$ cat src/data_space_pkg.sv
// shared constants and types for the data-space access unit
package data_space_pkg;

  localparam int unsigned EA_W = 16;
  localparam int unsigned DATA_W = 16;
  localparam int unsigned BYTE_W = 8;
  localparam int unsigned NEAR_FIELD_W = 13;
  localparam int unsigned RAM_INDEX_W = 13;
  localparam int unsigned SFR_ADDR_W = 11;
  localparam int unsigned PSV_ADDR_W = 15;
  localparam int unsigned SFR_REGION_BYTES = 32;
  localparam int unsigned SFR_REGION_SHIFT = 5;
  localparam int unsigned SFR_REGION_COUNT = 64;
  localparam int unsigned RAM_BYTES_DEFAULT = 16384;

  localparam logic [15:0] SFR_LAST = 16'h07FF;
  localparam logic [15:0] NEAR_LAST = 16'h1FFF;
  localparam logic [15:0] RAM_BASE = 16'h0800;
  localparam logic [15:0] STEP_BYTE = 16'h0001;
  localparam logic [15:0] STEP_WORD = 16'h0002;
  localparam logic [15:0] WORD_ZERO = 16'h0000;
  localparam logic [7:0] BYTE_ZERO = 8'h00;
  localparam logic [12:0] INDEX_ZERO = 13'h0000;
  localparam logic [10:0] SFR_ADDR_ZERO = 11'h000;
  localparam logic [14:0] PSV_ADDR_ZERO = 15'h0000;

  typedef enum logic [1:0] {
    AM_INDIRECT_POSTINC = 2'b00,
    AM_INDIRECT = 2'b01,
    AM_NEAR_DIRECT = 2'b10,
    AM_FULL_DIRECT = 2'b11
  } addr_mode_e;

  typedef enum logic [1:0] {
    EXT_LOAD_WORD = 2'b00,
    EXT_LOAD_BYTE = 2'b01,
    EXT_SIGN = 2'b10,
    EXT_ZERO = 2'b11
  } ext_op_e;

  typedef enum logic [1:0] {
    KIND_ZERO = 2'b00,
    KIND_SFR = 2'b01,
    KIND_RAM = 2'b10,
    KIND_PSV = 2'b11
  } access_kind_e;

endpackage

$ cat src/data_space_access_unit.sv
// data-space decode, byte lanes and misaligned-word trap
`timescale 1ns/1ps
module data_space_access_unit
  import data_space_pkg::*;
#(
  parameter int unsigned RAM_BYTES = RAM_BYTES_DEFAULT,
  parameter logic [SFR_REGION_COUNT-1:0] SFR_REGION_MAP = {SFR_REGION_COUNT{1'b1}}
)
(
  input wire logic clk_sys_in,
  input wire logic rst_in,
  input wire logic program_space_window_enable_in,
  input wire logic rd_req_in,
  input wire addr_mode_e rd_mode_in,
  input wire logic [15:0] rd_source_pointer_register_in,
  input wire logic [15:0] rd_direct_in,
  input wire logic rd_byte_in,
  input wire ext_op_e rd_op_in,
  input wire logic [15:0] rd_dest_old_in,
  input wire logic wr_req_in,
  input wire addr_mode_e wr_mode_in,
  input wire logic [15:0] wr_source_pointer_register_in,
  input wire logic [15:0] wr_direct_in,
  input wire logic wr_byte_in,
  input wire logic [15:0] wr_data_in,
  input wire logic [15:0] ram_rdata_in,
  input wire logic [15:0] sfr_rdata_in,
  input wire logic sfr_ack_in,
  input wire logic [15:0] psv_rdata_in,
  output logic ram_rd_en_out,
  output logic [12:0] ram_rd_index_out,
  output logic [12:0] ram_wr_index_out,
  output logic ram_we_lo_out,
  output logic ram_we_hi_out,
  output logic sfr_rd_en_out,
  output logic [10:0] sfr_rd_addr_out,
  output logic [10:0] sfr_wr_addr_out,
  output logic sfr_we_lo_out,
  output logic sfr_we_hi_out,
  output logic [15:0] mem_wdata_out,
  output logic psv_rd_en_out,
  output logic [14:0] psv_rd_addr_out,
  output logic [15:0] rd_ptr_next_out,
  output logic [15:0] wr_ptr_next_out,
  output logic rd_valid_out,
  output logic [15:0] rd_data_out,
  output logic [15:0] wreg_data_out,
  output logic address_error_trap_out
);

  localparam logic [16:0] RAM_END_X = 17'({1'b0, RAM_BASE}) + 17'(RAM_BYTES);

  function automatic logic sfr_region_implemented(input logic [15:0] ea);
    logic [5:0] region;
    region = ea[SFR_ADDR_W-1:SFR_REGION_SHIFT];
    return SFR_REGION_MAP[region];
  endfunction

  function automatic access_kind_e decode_kind(input logic [15:0] ea, input logic window_en);
    access_kind_e kind;
    kind = KIND_ZERO;
    if (ea[EA_W-1]) begin
      kind = window_en ? KIND_PSV : KIND_ZERO;
    end else if (ea <= SFR_LAST) begin
      kind = sfr_region_implemented(ea) ? KIND_SFR : KIND_ZERO;
    end else if (({1'b0, ea} >= {1'b0, RAM_BASE}) && ({1'b0, ea} < RAM_END_X)) begin
      kind = KIND_RAM;
    end else begin
      kind = KIND_ZERO;
    end
    return kind;
  endfunction

  function automatic logic [12:0] ram_index(input logic [15:0] ea);
    logic [15:0] offset;
    offset = ea - RAM_BASE;
    return offset[RAM_INDEX_W:1];
  endfunction

  // separate read and write address generators
  wire logic [15:0] rd_ea;
  wire logic [15:0] rd_ptr_next;
  wire logic [15:0] wr_ea;
  wire logic [15:0] wr_ptr_next;

  effective_address_unit u_read_agu (
    .mode_in(rd_mode_in),
    .source_pointer_register_in(rd_source_pointer_register_in),
    .direct_in(rd_direct_in),
    .byte_in(rd_byte_in),
    .effective_address_out(rd_ea),
    .pointer_next_out(rd_ptr_next)
  );

  effective_address_unit u_write_agu (
    .mode_in(wr_mode_in),
    .source_pointer_register_in(wr_source_pointer_register_in),
    .direct_in(wr_direct_in),
    .byte_in(wr_byte_in),
    .effective_address_out(wr_ea),
    .pointer_next_out(wr_ptr_next)
  );

  // request-stage decode
  wire access_kind_e rd_kind;
  wire access_kind_e wr_kind;
  wire logic rd_misaligned;
  wire logic wr_misaligned;
  wire logic wr_go;
  wire logic wr_lo_lane;
  wire logic wr_hi_lane;

  assign rd_kind = decode_kind(rd_ea, program_space_window_enable_in);
  assign wr_kind = decode_kind(wr_ea, program_space_window_enable_in);
  assign rd_misaligned = rd_req_in & ~rd_byte_in & rd_ea[0];
  assign wr_misaligned = wr_req_in & ~wr_byte_in & wr_ea[0];
  assign wr_go = wr_req_in & ~wr_misaligned;
  assign wr_lo_lane = wr_byte_in ? ~wr_ea[0] : 1'b1;
  assign wr_hi_lane = wr_byte_in ? wr_ea[0] : 1'b1;

  // stage-1 next values
  wire logic ram_rd_en_nxt;
  wire logic sfr_rd_en_nxt;
  wire logic psv_rd_en_nxt;
  wire logic ram_we_lo_nxt;
  wire logic ram_we_hi_nxt;
  wire logic sfr_we_lo_nxt;
  wire logic sfr_we_hi_nxt;
  wire logic [15:0] mem_wdata_nxt;

  assign ram_rd_en_nxt = rd_req_in & (rd_kind == KIND_RAM);
  assign sfr_rd_en_nxt = rd_req_in & (rd_kind == KIND_SFR);
  assign psv_rd_en_nxt = rd_req_in & (rd_kind == KIND_PSV);
  // writes into the window or unimplemented space never strobe
  assign ram_we_lo_nxt = wr_go & (wr_kind == KIND_RAM) & wr_lo_lane;
  assign ram_we_hi_nxt = wr_go & (wr_kind == KIND_RAM) & wr_hi_lane;
  assign sfr_we_lo_nxt = wr_go & (wr_kind == KIND_SFR) & wr_lo_lane;
  assign sfr_we_hi_nxt = wr_go & (wr_kind == KIND_SFR) & wr_hi_lane;
  // byte data is copied to both lanes so either strobe finds it
  assign mem_wdata_nxt = wr_byte_in ? {wr_data_in[7:0], wr_data_in[7:0]} : wr_data_in;

  // stage-1 bookkeeping for the read return
  logic rd_pend_r;
  access_kind_e rd_kind_r;
  logic rd_byte_r;
  logic rd_lane_r;
  logic rd_mis_r;
  ext_op_e rd_op_r;
  logic [15:0] rd_old_r;
  logic wr_mis_r;

  always_ff @(posedge clk_sys_in or posedge rst_in) begin
    if (rst_in) begin
      ram_rd_en_out <= 1'b0;
      ram_rd_index_out <= INDEX_ZERO;
      ram_wr_index_out <= INDEX_ZERO;
      ram_we_lo_out <= 1'b0;
      ram_we_hi_out <= 1'b0;
      sfr_rd_en_out <= 1'b0;
      sfr_rd_addr_out <= SFR_ADDR_ZERO;
      sfr_wr_addr_out <= SFR_ADDR_ZERO;
      sfr_we_lo_out <= 1'b0;
      sfr_we_hi_out <= 1'b0;
      mem_wdata_out <= WORD_ZERO;
      psv_rd_en_out <= 1'b0;
      psv_rd_addr_out <= PSV_ADDR_ZERO;
      rd_ptr_next_out <= WORD_ZERO;
      wr_ptr_next_out <= WORD_ZERO;
    end else begin
      ram_rd_en_out <= ram_rd_en_nxt;
      ram_rd_index_out <= ram_index(rd_ea);
      ram_wr_index_out <= ram_index(wr_ea);
      ram_we_lo_out <= ram_we_lo_nxt;
      ram_we_hi_out <= ram_we_hi_nxt;
      sfr_rd_en_out <= sfr_rd_en_nxt;
      sfr_rd_addr_out <= {rd_ea[SFR_ADDR_W-1:1], 1'b0};
      sfr_wr_addr_out <= {wr_ea[SFR_ADDR_W-1:1], 1'b0};
      sfr_we_lo_out <= sfr_we_lo_nxt;
      sfr_we_hi_out <= sfr_we_hi_nxt;
      mem_wdata_out <= mem_wdata_nxt;
      psv_rd_en_out <= psv_rd_en_nxt;
      psv_rd_addr_out <= {rd_ea[PSV_ADDR_W-1:1], 1'b0};
      rd_ptr_next_out <= rd_req_in ? rd_ptr_next : rd_source_pointer_register_in;
      wr_ptr_next_out <= wr_req_in ? wr_ptr_next : wr_source_pointer_register_in;
    end
  end

  always_ff @(posedge clk_sys_in or posedge rst_in) begin
    if (rst_in) begin
      rd_pend_r <= 1'b0;
      rd_kind_r <= KIND_ZERO;
      rd_byte_r <= 1'b0;
      rd_lane_r <= 1'b0;
      rd_mis_r <= 1'b0;
      rd_op_r <= EXT_LOAD_WORD;
      rd_old_r <= WORD_ZERO;
      wr_mis_r <= 1'b0;
    end else begin
      rd_pend_r <= rd_req_in;
      rd_kind_r <= rd_kind;
      rd_byte_r <= rd_byte_in;
      rd_lane_r <= rd_ea[0];
      rd_mis_r <= rd_misaligned;
      rd_op_r <= rd_op_in;
      rd_old_r <= rd_dest_old_in;
      wr_mis_r <= wr_misaligned;
    end
  end

  // read return: source select, zero fill, byte pick
  wire logic [15:0] rd_word;
  wire logic [7:0] rd_picked;
  wire logic [15:0] rd_value;
  wire logic [15:0] wreg_value;

  assign rd_word = (rd_kind_r == KIND_RAM) ? ram_rdata_in :
                   (rd_kind_r == KIND_SFR) ? (sfr_ack_in ? sfr_rdata_in : WORD_ZERO) :
                   (rd_kind_r == KIND_PSV) ? psv_rdata_in :
                   WORD_ZERO;
  assign rd_picked = rd_lane_r ? rd_word[15:8] : rd_word[7:0];
  assign rd_value = rd_byte_r ? {BYTE_ZERO, rd_picked} : rd_word;

  operand_extend_unit u_extend (
    .op_in(rd_op_r),
    .old_value_in(rd_old_r),
    .load_value_in(rd_value),
    .result_out(wreg_value)
  );

  // a misaligned read returns its data first and traps one cycle later
  logic rd_mis_done_r;
  wire logic trap_nxt;

  assign trap_nxt = rd_mis_done_r | wr_mis_r;

  always_ff @(posedge clk_sys_in or posedge rst_in) begin
    if (rst_in) begin
      rd_valid_out <= 1'b0;
      rd_data_out <= WORD_ZERO;
      wreg_data_out <= WORD_ZERO;
      rd_mis_done_r <= 1'b0;
      address_error_trap_out <= 1'b0;
    end else begin
      rd_valid_out <= rd_pend_r;
      rd_data_out <= rd_value;
      wreg_data_out <= wreg_value;
      rd_mis_done_r <= rd_mis_r;
      address_error_trap_out <= trap_nxt;
    end
  end

endmodule

$ cat src/effective_address_unit.sv
// one address generator: effective address and post-modified pointer
`timescale 1ns/1ps
module effective_address_unit
  import data_space_pkg::*;
(
  input wire addr_mode_e mode_in,
  input wire logic [15:0] source_pointer_register_in,
  input wire logic [15:0] direct_in,
  input wire logic byte_in,
  output logic [15:0] effective_address_out,
  output logic [15:0] pointer_next_out
);

  wire logic [15:0] step;
  wire logic [15:0] near_ea;

  assign step = byte_in ? STEP_BYTE : STEP_WORD;
  assign near_ea = {{(EA_W - NEAR_FIELD_W){1'b0}}, direct_in[NEAR_FIELD_W-1:0]};

  always_comb begin
    effective_address_out = source_pointer_register_in;
    pointer_next_out = source_pointer_register_in;
    unique case (mode_in)
      AM_INDIRECT_POSTINC: begin
        pointer_next_out = source_pointer_register_in + step;
      end
      AM_INDIRECT: begin
        pointer_next_out = source_pointer_register_in;
      end
      AM_NEAR_DIRECT: begin
        effective_address_out = near_ea;
      end
      AM_FULL_DIRECT: begin
        effective_address_out = direct_in;
      end
    endcase
  end

endmodule

$ cat src/operand_extend_unit.sv
// working-register update for byte loads, sign and zero extension
`timescale 1ns/1ps
module operand_extend_unit
  import data_space_pkg::*;
(
  input wire ext_op_e op_in,
  input wire logic [15:0] old_value_in,
  input wire logic [15:0] load_value_in,
  output logic [15:0] result_out
);

  always_comb begin
    result_out = load_value_in;
    unique case (op_in)
      EXT_LOAD_WORD: begin
        result_out = load_value_in;
      end
      EXT_LOAD_BYTE: begin
        result_out = {old_value_in[15:8], load_value_in[7:0]};
      end
      EXT_SIGN: begin
        result_out = {{BYTE_W{load_value_in[7]}}, load_value_in[7:0]};
      end
      EXT_ZERO: begin
        result_out = {BYTE_ZERO, load_value_in[7:0]};
      end
    endcase
  end

endmodule

$ cat config.mk
export PLATFORM = sky130hd
export DESIGN_NAME = data_space_access_unit
export DESIGN_NICKNAME = d
export VERILOG_FILES = /design/src/data_space_pkg.sv /design/src/data_space_access_unit.sv /design/src/effective_address_unit.sv /design/src/operand_extend_unit.sv
export SDC_FILE = /design/constraint.sdc
export NUM_CORES = 1
export LEC_CHECK = 0
export ABC_AREA = 1
export BUFFER_PORTS_ARGS = -buffer_cell sky130_fd_sc_hd__buf_4
export CORE_AREA = 4 4 123 125
export DETAILED_ROUTE_END_ITERATION = 10
export DIE_AREA = 0 0 127 129
export PLACE_DENSITY_LB_ADDON = 0.15
export SLEW_MARGIN = 20
export SYNTH_ARGS = -nofsm -noshare
export SYNTH_HDL_FRONTEND = slang
export SYNTH_HIERARCHICAL = 1
export SYNTH_SLANG_ARGS = --single-unit
export TNS_END_PERCENT = 30
$ cat constraint.sdc
create_clock -name clk_sys_in -period 8.91 [get_ports clk_sys_in]
set_input_delay 0.4455 -clock clk_sys_in [delete_from_list [all_inputs] [get_ports clk_sys_in]]
set_output_delay 0.4455 -clock clk_sys_in [all_outputs]
set_load 0.03 [all_outputs]
==> reports/metrics.csv, run 1 <==
stage,metric,value,unit
outcome,status,completed,
clock_tree,Clock Latency Late Sink,0.42,ns
drt,Avg WL per Cell,14.7,microns
yosys,Synth Cell Area,6730,sq um
clock_tree,# hold bufs at CTS,0,
yosys,Syn Inst Count,785,
floorplanning,Die X,127,microns
timing,final setup vio count,0,
worst_setup_path,Critical Path End Type,flop,
worst_setup_path,family with the most delay on the worst path,flip-flops,
pwr,leak pwr,5.14,nW
grt,GR Util All Layers,0.222,
timing,Final period util,0.235,
pwr,pwr dens,190,nW/um^2
layout,area growth from synthesis to layout,37.8,%
timing,maximum clock frequency,478,MHz
worst_setup_path,Reg2Reg Launch Point,rd_kind_r[1],
pwr,maximum vdd drop,0.123,mV
layout,"leading cell types in the layout, fill and taps excluded","buf_4 (300), nand2_1 (265), dfrtp_1 (137)",
clock_tree,CTS sink cnt,137,
drt,via count,5922,
layout,ant diodes,0,
floorplanning,Die Footprint,16400,sq um
worst_setup_path,Worst Path Required,9.25,ns
min_path,HP Class,input port to async pin,
placed_design,detailed placement HPWL,13.8,mm
worst_setup_path,"Slowest-stage cell, CP",dfrtp_1,
floorplanning,IO Pins,310,
timing,count of pins over their slew limit,0,
grt,antenna violations before repair,0,
clock_tree,clk slew on worst S/H paths,0.06,ns
timing,Worst-Margin Slew,1.05,ns
drt,DRT Pass-1 Iters,5,
worst_setup_path,Setup crit start kind,flop,
timing,clk_skew,0.00774,ns
timing,fin crit period,2.09,ns
drt,Iter 0 DRT Violations,339,
clock_tree,clk root buf,clkbuf_16,
worst_setup_path,Worst Setup SP,rd_kind_r[1],
placed_design,port bufs,298,
placed_design,global placement routability congestion,0.820,
clock_tree,TritonCTS clock tree,built,
timing,slew margin rel.,0.299,
floorplanning,core area,13900,sq um
placed_design,Post-DP Area,8730,sq um
worst_setup_path,"Arr. time, crit path",2.44,ns
clock_tree,post-CTS setup buffers,0,
clock_tree,clk buf depth,2,
timing,final hold violation count,0,
worst_setup_path,CP Buf/Inv Count,2,
floorplanning,chip height,129,microns
floorplanning,starting density of the core,0.485,
timing,RSZ-0062 raised after global routing,no,
run,number of max-cap violations,0,
grt,first-pass GRT wire length,28.5,mm
drt,Routed Antenna Nets,0,
grt,vias in the first global route,5826,
drt,routed wire length,18.1,mm
drt,vias per inst,4.80,
worst_setup_path,critical-path cell list,inv_4 > nor2_8 > nand2_1 > nand3_1 > nand2_1 > inv_1 > nand3_4 > nand3_1,
grt,Congestion Overflow GR,0,
drt,drc violations,0,
yosys,synthesized area per cell,8.57,sq um
clock_tree,H-tree depth,4,
clock_tree,post-cts gate resize count,0,
grt,largest net degree at the start of global routing,75,
timing,Final TNS setup,0,ns
layout,"commonest non-fill, non-tap cell in the layout",buf_4,
worst_setup_path,"Max FO, Critical Path",26,
worst_setup_path,critical path type,flop to flop,
layout,layout cells sized above 1,0.357,
layout,design area,9280,sq um
yosys,synth warn,6,
clock_tree,clock buffer count from CTS,17,
layout,fin nets,1207,
worst_setup_path,CP peak stage delay,1.04,ns
floorplanning,num rows,43,
==> through the flow <==
stage / worst slack [ns] / instances / util / hold WS (ns) / power, mW
after global placement: 6.82 / 1202 / 0.629 / 0.336 / 1.13
after global routing: 6.61 / 1233 / 0.668 / 0.111 / 1.85
after floorplan: 4.80 / 787 / - / 0.331 / 0.980
after detailed placement: 6.81 / 1202 / 0.629 / 0.336 / 1.14
final: 6.82 / 1233 / 0.668 / 0.0899 / 1.77
after CTS: 6.79 / 1233 / 0.668 / 0.107 / 1.79
==> sequential cells by signal (all words and copies together) (netlist names), 2 cells and up <==
name and cells:
rd_old_r 8, rd_ptr_next_out 16, rd_kind_r 2, wreg_data_out 16, ram_wr_index_out 13, mem_wdata_out 16, rd_data_out 16, rd_op_r 2
ram_rd_index_out 13, psv_rd_addr_out 4, wr_ptr_next_out 16
==> per-layer routing <==
layer / vias to the layer above / global-route usage / share of wire
li1: 2899 / - / -
met1: 2740 / 0.260 / 0.38
met2: 248 / 0.379 / 0.51
met3: 35 / 0.0747 / 0.086
met4: 0 / 0.0864 / 0.024
met5: - / 0 / 0
==> final cells by class <==
cell class,count,area [sq um]
clock buffers,23,468
multi-input cells,488,2450
repair buffers,300,2250
fillers,1203,4610
clock inverters,8,72.6
inverters,97,374
well taps,180,225
flip-flops and latches,137,3430
==> worst register-to-register path: cells and delay by family (launching register included) <==
family / cells / cell delay, ns
flip-flops: 1 / 1.04
AND/OR/NAND/NOR: 6 / 0.68
buffers and inverters: 2 / 0.31
==> worst paths after layout <==
check / endpoint / slack [ns] / cells past startpoint
worst max-delay path: wreg_data_out[10] / 6.82 / 8
worst min-delay path: wr_ptr_next_out[12] / 0.09 / 2
worst max register to register: wreg_data_out[10] / 6.82 / 8
worst min register to register: rd_valid_out / 0.34 / 0
max in group asynchronous: rd_ptr_next_out[14] / 7.50 / 3
min in group clk_sys_in: rd_old_r[14] / 0.14 / 1
==> report_power, final <==
part	total (mW)	switching [mW]	internal (mW)
clock	0.640	0.246	0.394
sequential	0.704	0.0278	0.676
combinational	0.423	0.265	0.157
(Power assumes the default switching activity.)
==> run 2: changes to the inputs <==
Settings changed: CORE_AREA 4 4 123 125 to 4 4 132 134, DIE_AREA 0 0 127 129 to 0 0 136 138.
Clock period 8.91 ns to 1.7 ns, I/O delays scaled along.
==> reports/metrics.csv, run 2 (synthesis gave the netlist of run 1 again) <==
stage,metric,value,unit
worst_setup_path,"Max FO, Critical Path",3,
timing,slew margin rel.,0.595,
grt,antenna violations before repair,0,
pwr,pwr dens,932,nW/um^2
clock_tree,post-CTS setup buffers,0,
grt,largest net degree at the start of global routing,45,
timing,final setup vio count,0,
grt,vias in the first global route,6412,
drt,via count,6361,
worst_setup_path,Worst Path Required,2.05,ns
drt,DRT Pass-1 Iters,5,
timing,Final period util,0.936,
floorplanning,Die Footprint,18800,sq um
floorplanning,starting density of the core,0.413,
clock_tree,H-tree depth,4,
placed_design,global placement routability congestion,0.902,
floorplanning,IO Pins,310,
layout,"leading cell types in the layout, fill and taps excluded","buf_4 (307), nand2_1 (265), dfrtp_1 (137)",
timing,Worst-Margin Slew,0.606,ns
drt,vias per inst,4.57,
grt,GR Util All Layers,0.210,
clock_tree,clk slew on worst S/H paths,0.06,ns
worst_setup_path,critical path type,input port to flop,
worst_setup_path,Critical Path End Type,flop,
floorplanning,core area,16300,sq um
grt,Congestion Overflow GR,0,
layout,ant diodes,0,
floorplanning,num rows,47,
pwr,maximum vdd drop,0.723,mV
clock_tree,TritonCTS clock tree,built,
layout,design area,10600,sq um
clock_tree,clk root buf,clkbuf_16,
layout,area growth from synthesis to layout,57.4,%
drt,routed wire length,19.6,mm
grt,first-pass GRT wire length,31.5,mm
timing,RSZ-0062 raised after global routing,no,
drt,Iter 0 DRT Violations,325,
clock_tree,CTS sink cnt,137,
min_path,HP Class,input port to flop,
drt,Avg WL per Cell,14.1,microns
placed_design,Post-DP Area,8900,sq um
pwr,leak pwr,5.68,nW
timing,clk_skew,0.00211,ns
worst_setup_path,"Arr. time, crit path",1.94,ns
floorplanning,Die X,136,microns
drt,drc violations,0,
layout,layout cells sized above 1,0.336,
timing,count of pins over their slew limit,0,
layout,fin nets,1325,
timing,maximum clock frequency,628,MHz
placed_design,port bufs,298,
layout,fill cell count,1374,
clock_tree,clock buffer count from CTS,17,
run,number of max-cap violations,0,
placed_design,detailed placement HPWL,14.3,mm
timing,fin crit period,1.59,ns
clock_tree,Clock Latency Late Sink,0.40,ns
timing,final hold violation count,0,
worst_setup_path,Setup crit start kind,input port,
outcome,status,completed,
layout,"commonest non-fill, non-tap cell in the layout",buf_4,
timing,Final TNS setup,0,ns
clock_tree,clk buf depth,2,
drt,Routed Antenna Nets,0,
floorplanning,chip height,138,microns
==> run 2: cell count changes in the layout (fill, tap and decap cells not counted), moves of 2 or more <==
cell,previous run,this run
dlygate4sd3_1,0,108
clkinv_2,4,2
clkbuf_8,2,0
clkinv_4,0,6
buf_4,300,307
buf_12,0,3
clkbuf_1,4,0
bufinv_16,1,3
==> run 2: final cells by class <==
type / count / area, sq um / area share
sequential: 137 / 3430 / 0.324
inverter: 97 / 373 / 0.0352
clock buffer: 17 / 425 / 0.0402
clock inverter: 14 / 176 / 0.0167
timing repair buffer: 418 / 3450 / 0.325
multi-input combinational: 488 / 2470 / 0.233
tap: 220 / 275 / 0.0260
==> run 2: stage by stage <==
| step | hold slack, ns | utilization | instances | setup WS [ns] | power, mW |
|---|---|---|---|---|---|
| after floorplan | 0.116 | - | 787 | -0.0921 | 5.14 |
| after global placement | 0.185 | 0.546 | 1252 | 0.222 | 6.00 |
| after detailed placement | 0.188 | 0.546 | 1252 | 0.203 | 6.01 |
| after CTS | 0.00234 | 0.649 | 1391 | 0.0661 | 9.99 |
| after global routing | 0.0152 | 0.650 | 1391 | 0.00156 | 10.4 |
| final | 0.0229 | 0.650 | 1391 | 0.108 | 9.87 |
==> run 2: report_power, final <==
group | internal [mW] | leakage [nW] | switching [mW]
logic | 1.03 | 3.71 | 1.47
registers | 3.54 | 1.68 | 0.118
clock network | 2.31 | 0.289 | 1.40
==> run 2: path summary, 6_finish.rpt <==
path	start	endpoint	slack [ns]	depth (start not counted)
max	wr_source_pointer_register_in[0]	wr_ptr_next_out[12]	0.11	12
max in group asynchronous	rst_in	ram_rd_en_out	0.76	4
min in group asynchronous	rst_in	rd_data_out[6]	0.34	3
max reg2reg	rd_kind_r[0]	wreg_data_out[10]	0.23	8
min	ram_rdata_in[5]	rd_data_out[5]	0.02	5
min reg2reg	rd_pend_r	rd_valid_out	0.35	0
==> run 2: per-layer routing <==
layer | wire [microns] | global-route usage | vias to the layer above
li1 | - | - | 3145
met1 | 7910 | 0.255 | 2954
met2 | 9720 | 0.358 | 228
met3 | 1470 | 0.0570 | 34
met4 | 470 | 0.0769 | 0
met5 | 0 | 0 | -
==> run 2: what timing repair did <==
action	in CTS	in global routing
hold buffers	108	0
setup endpoints to repair	0	8
resized for setup	0	5
hold endpoints to repair	120	0
==> run 2: critical path, stage by stage <==
cell and delay, ns:
dlygate4sd3_1 0.55, buf_4 0.15, ha_2 0.19, fa_2 0.34, nand2_1 0.09, nor2_2 0.04, nand2_1 0.08, nor2_2 0.05
nand2_1 0.06, xor2_1 0.15, nand2_1 0.08, nand2_1 0.07
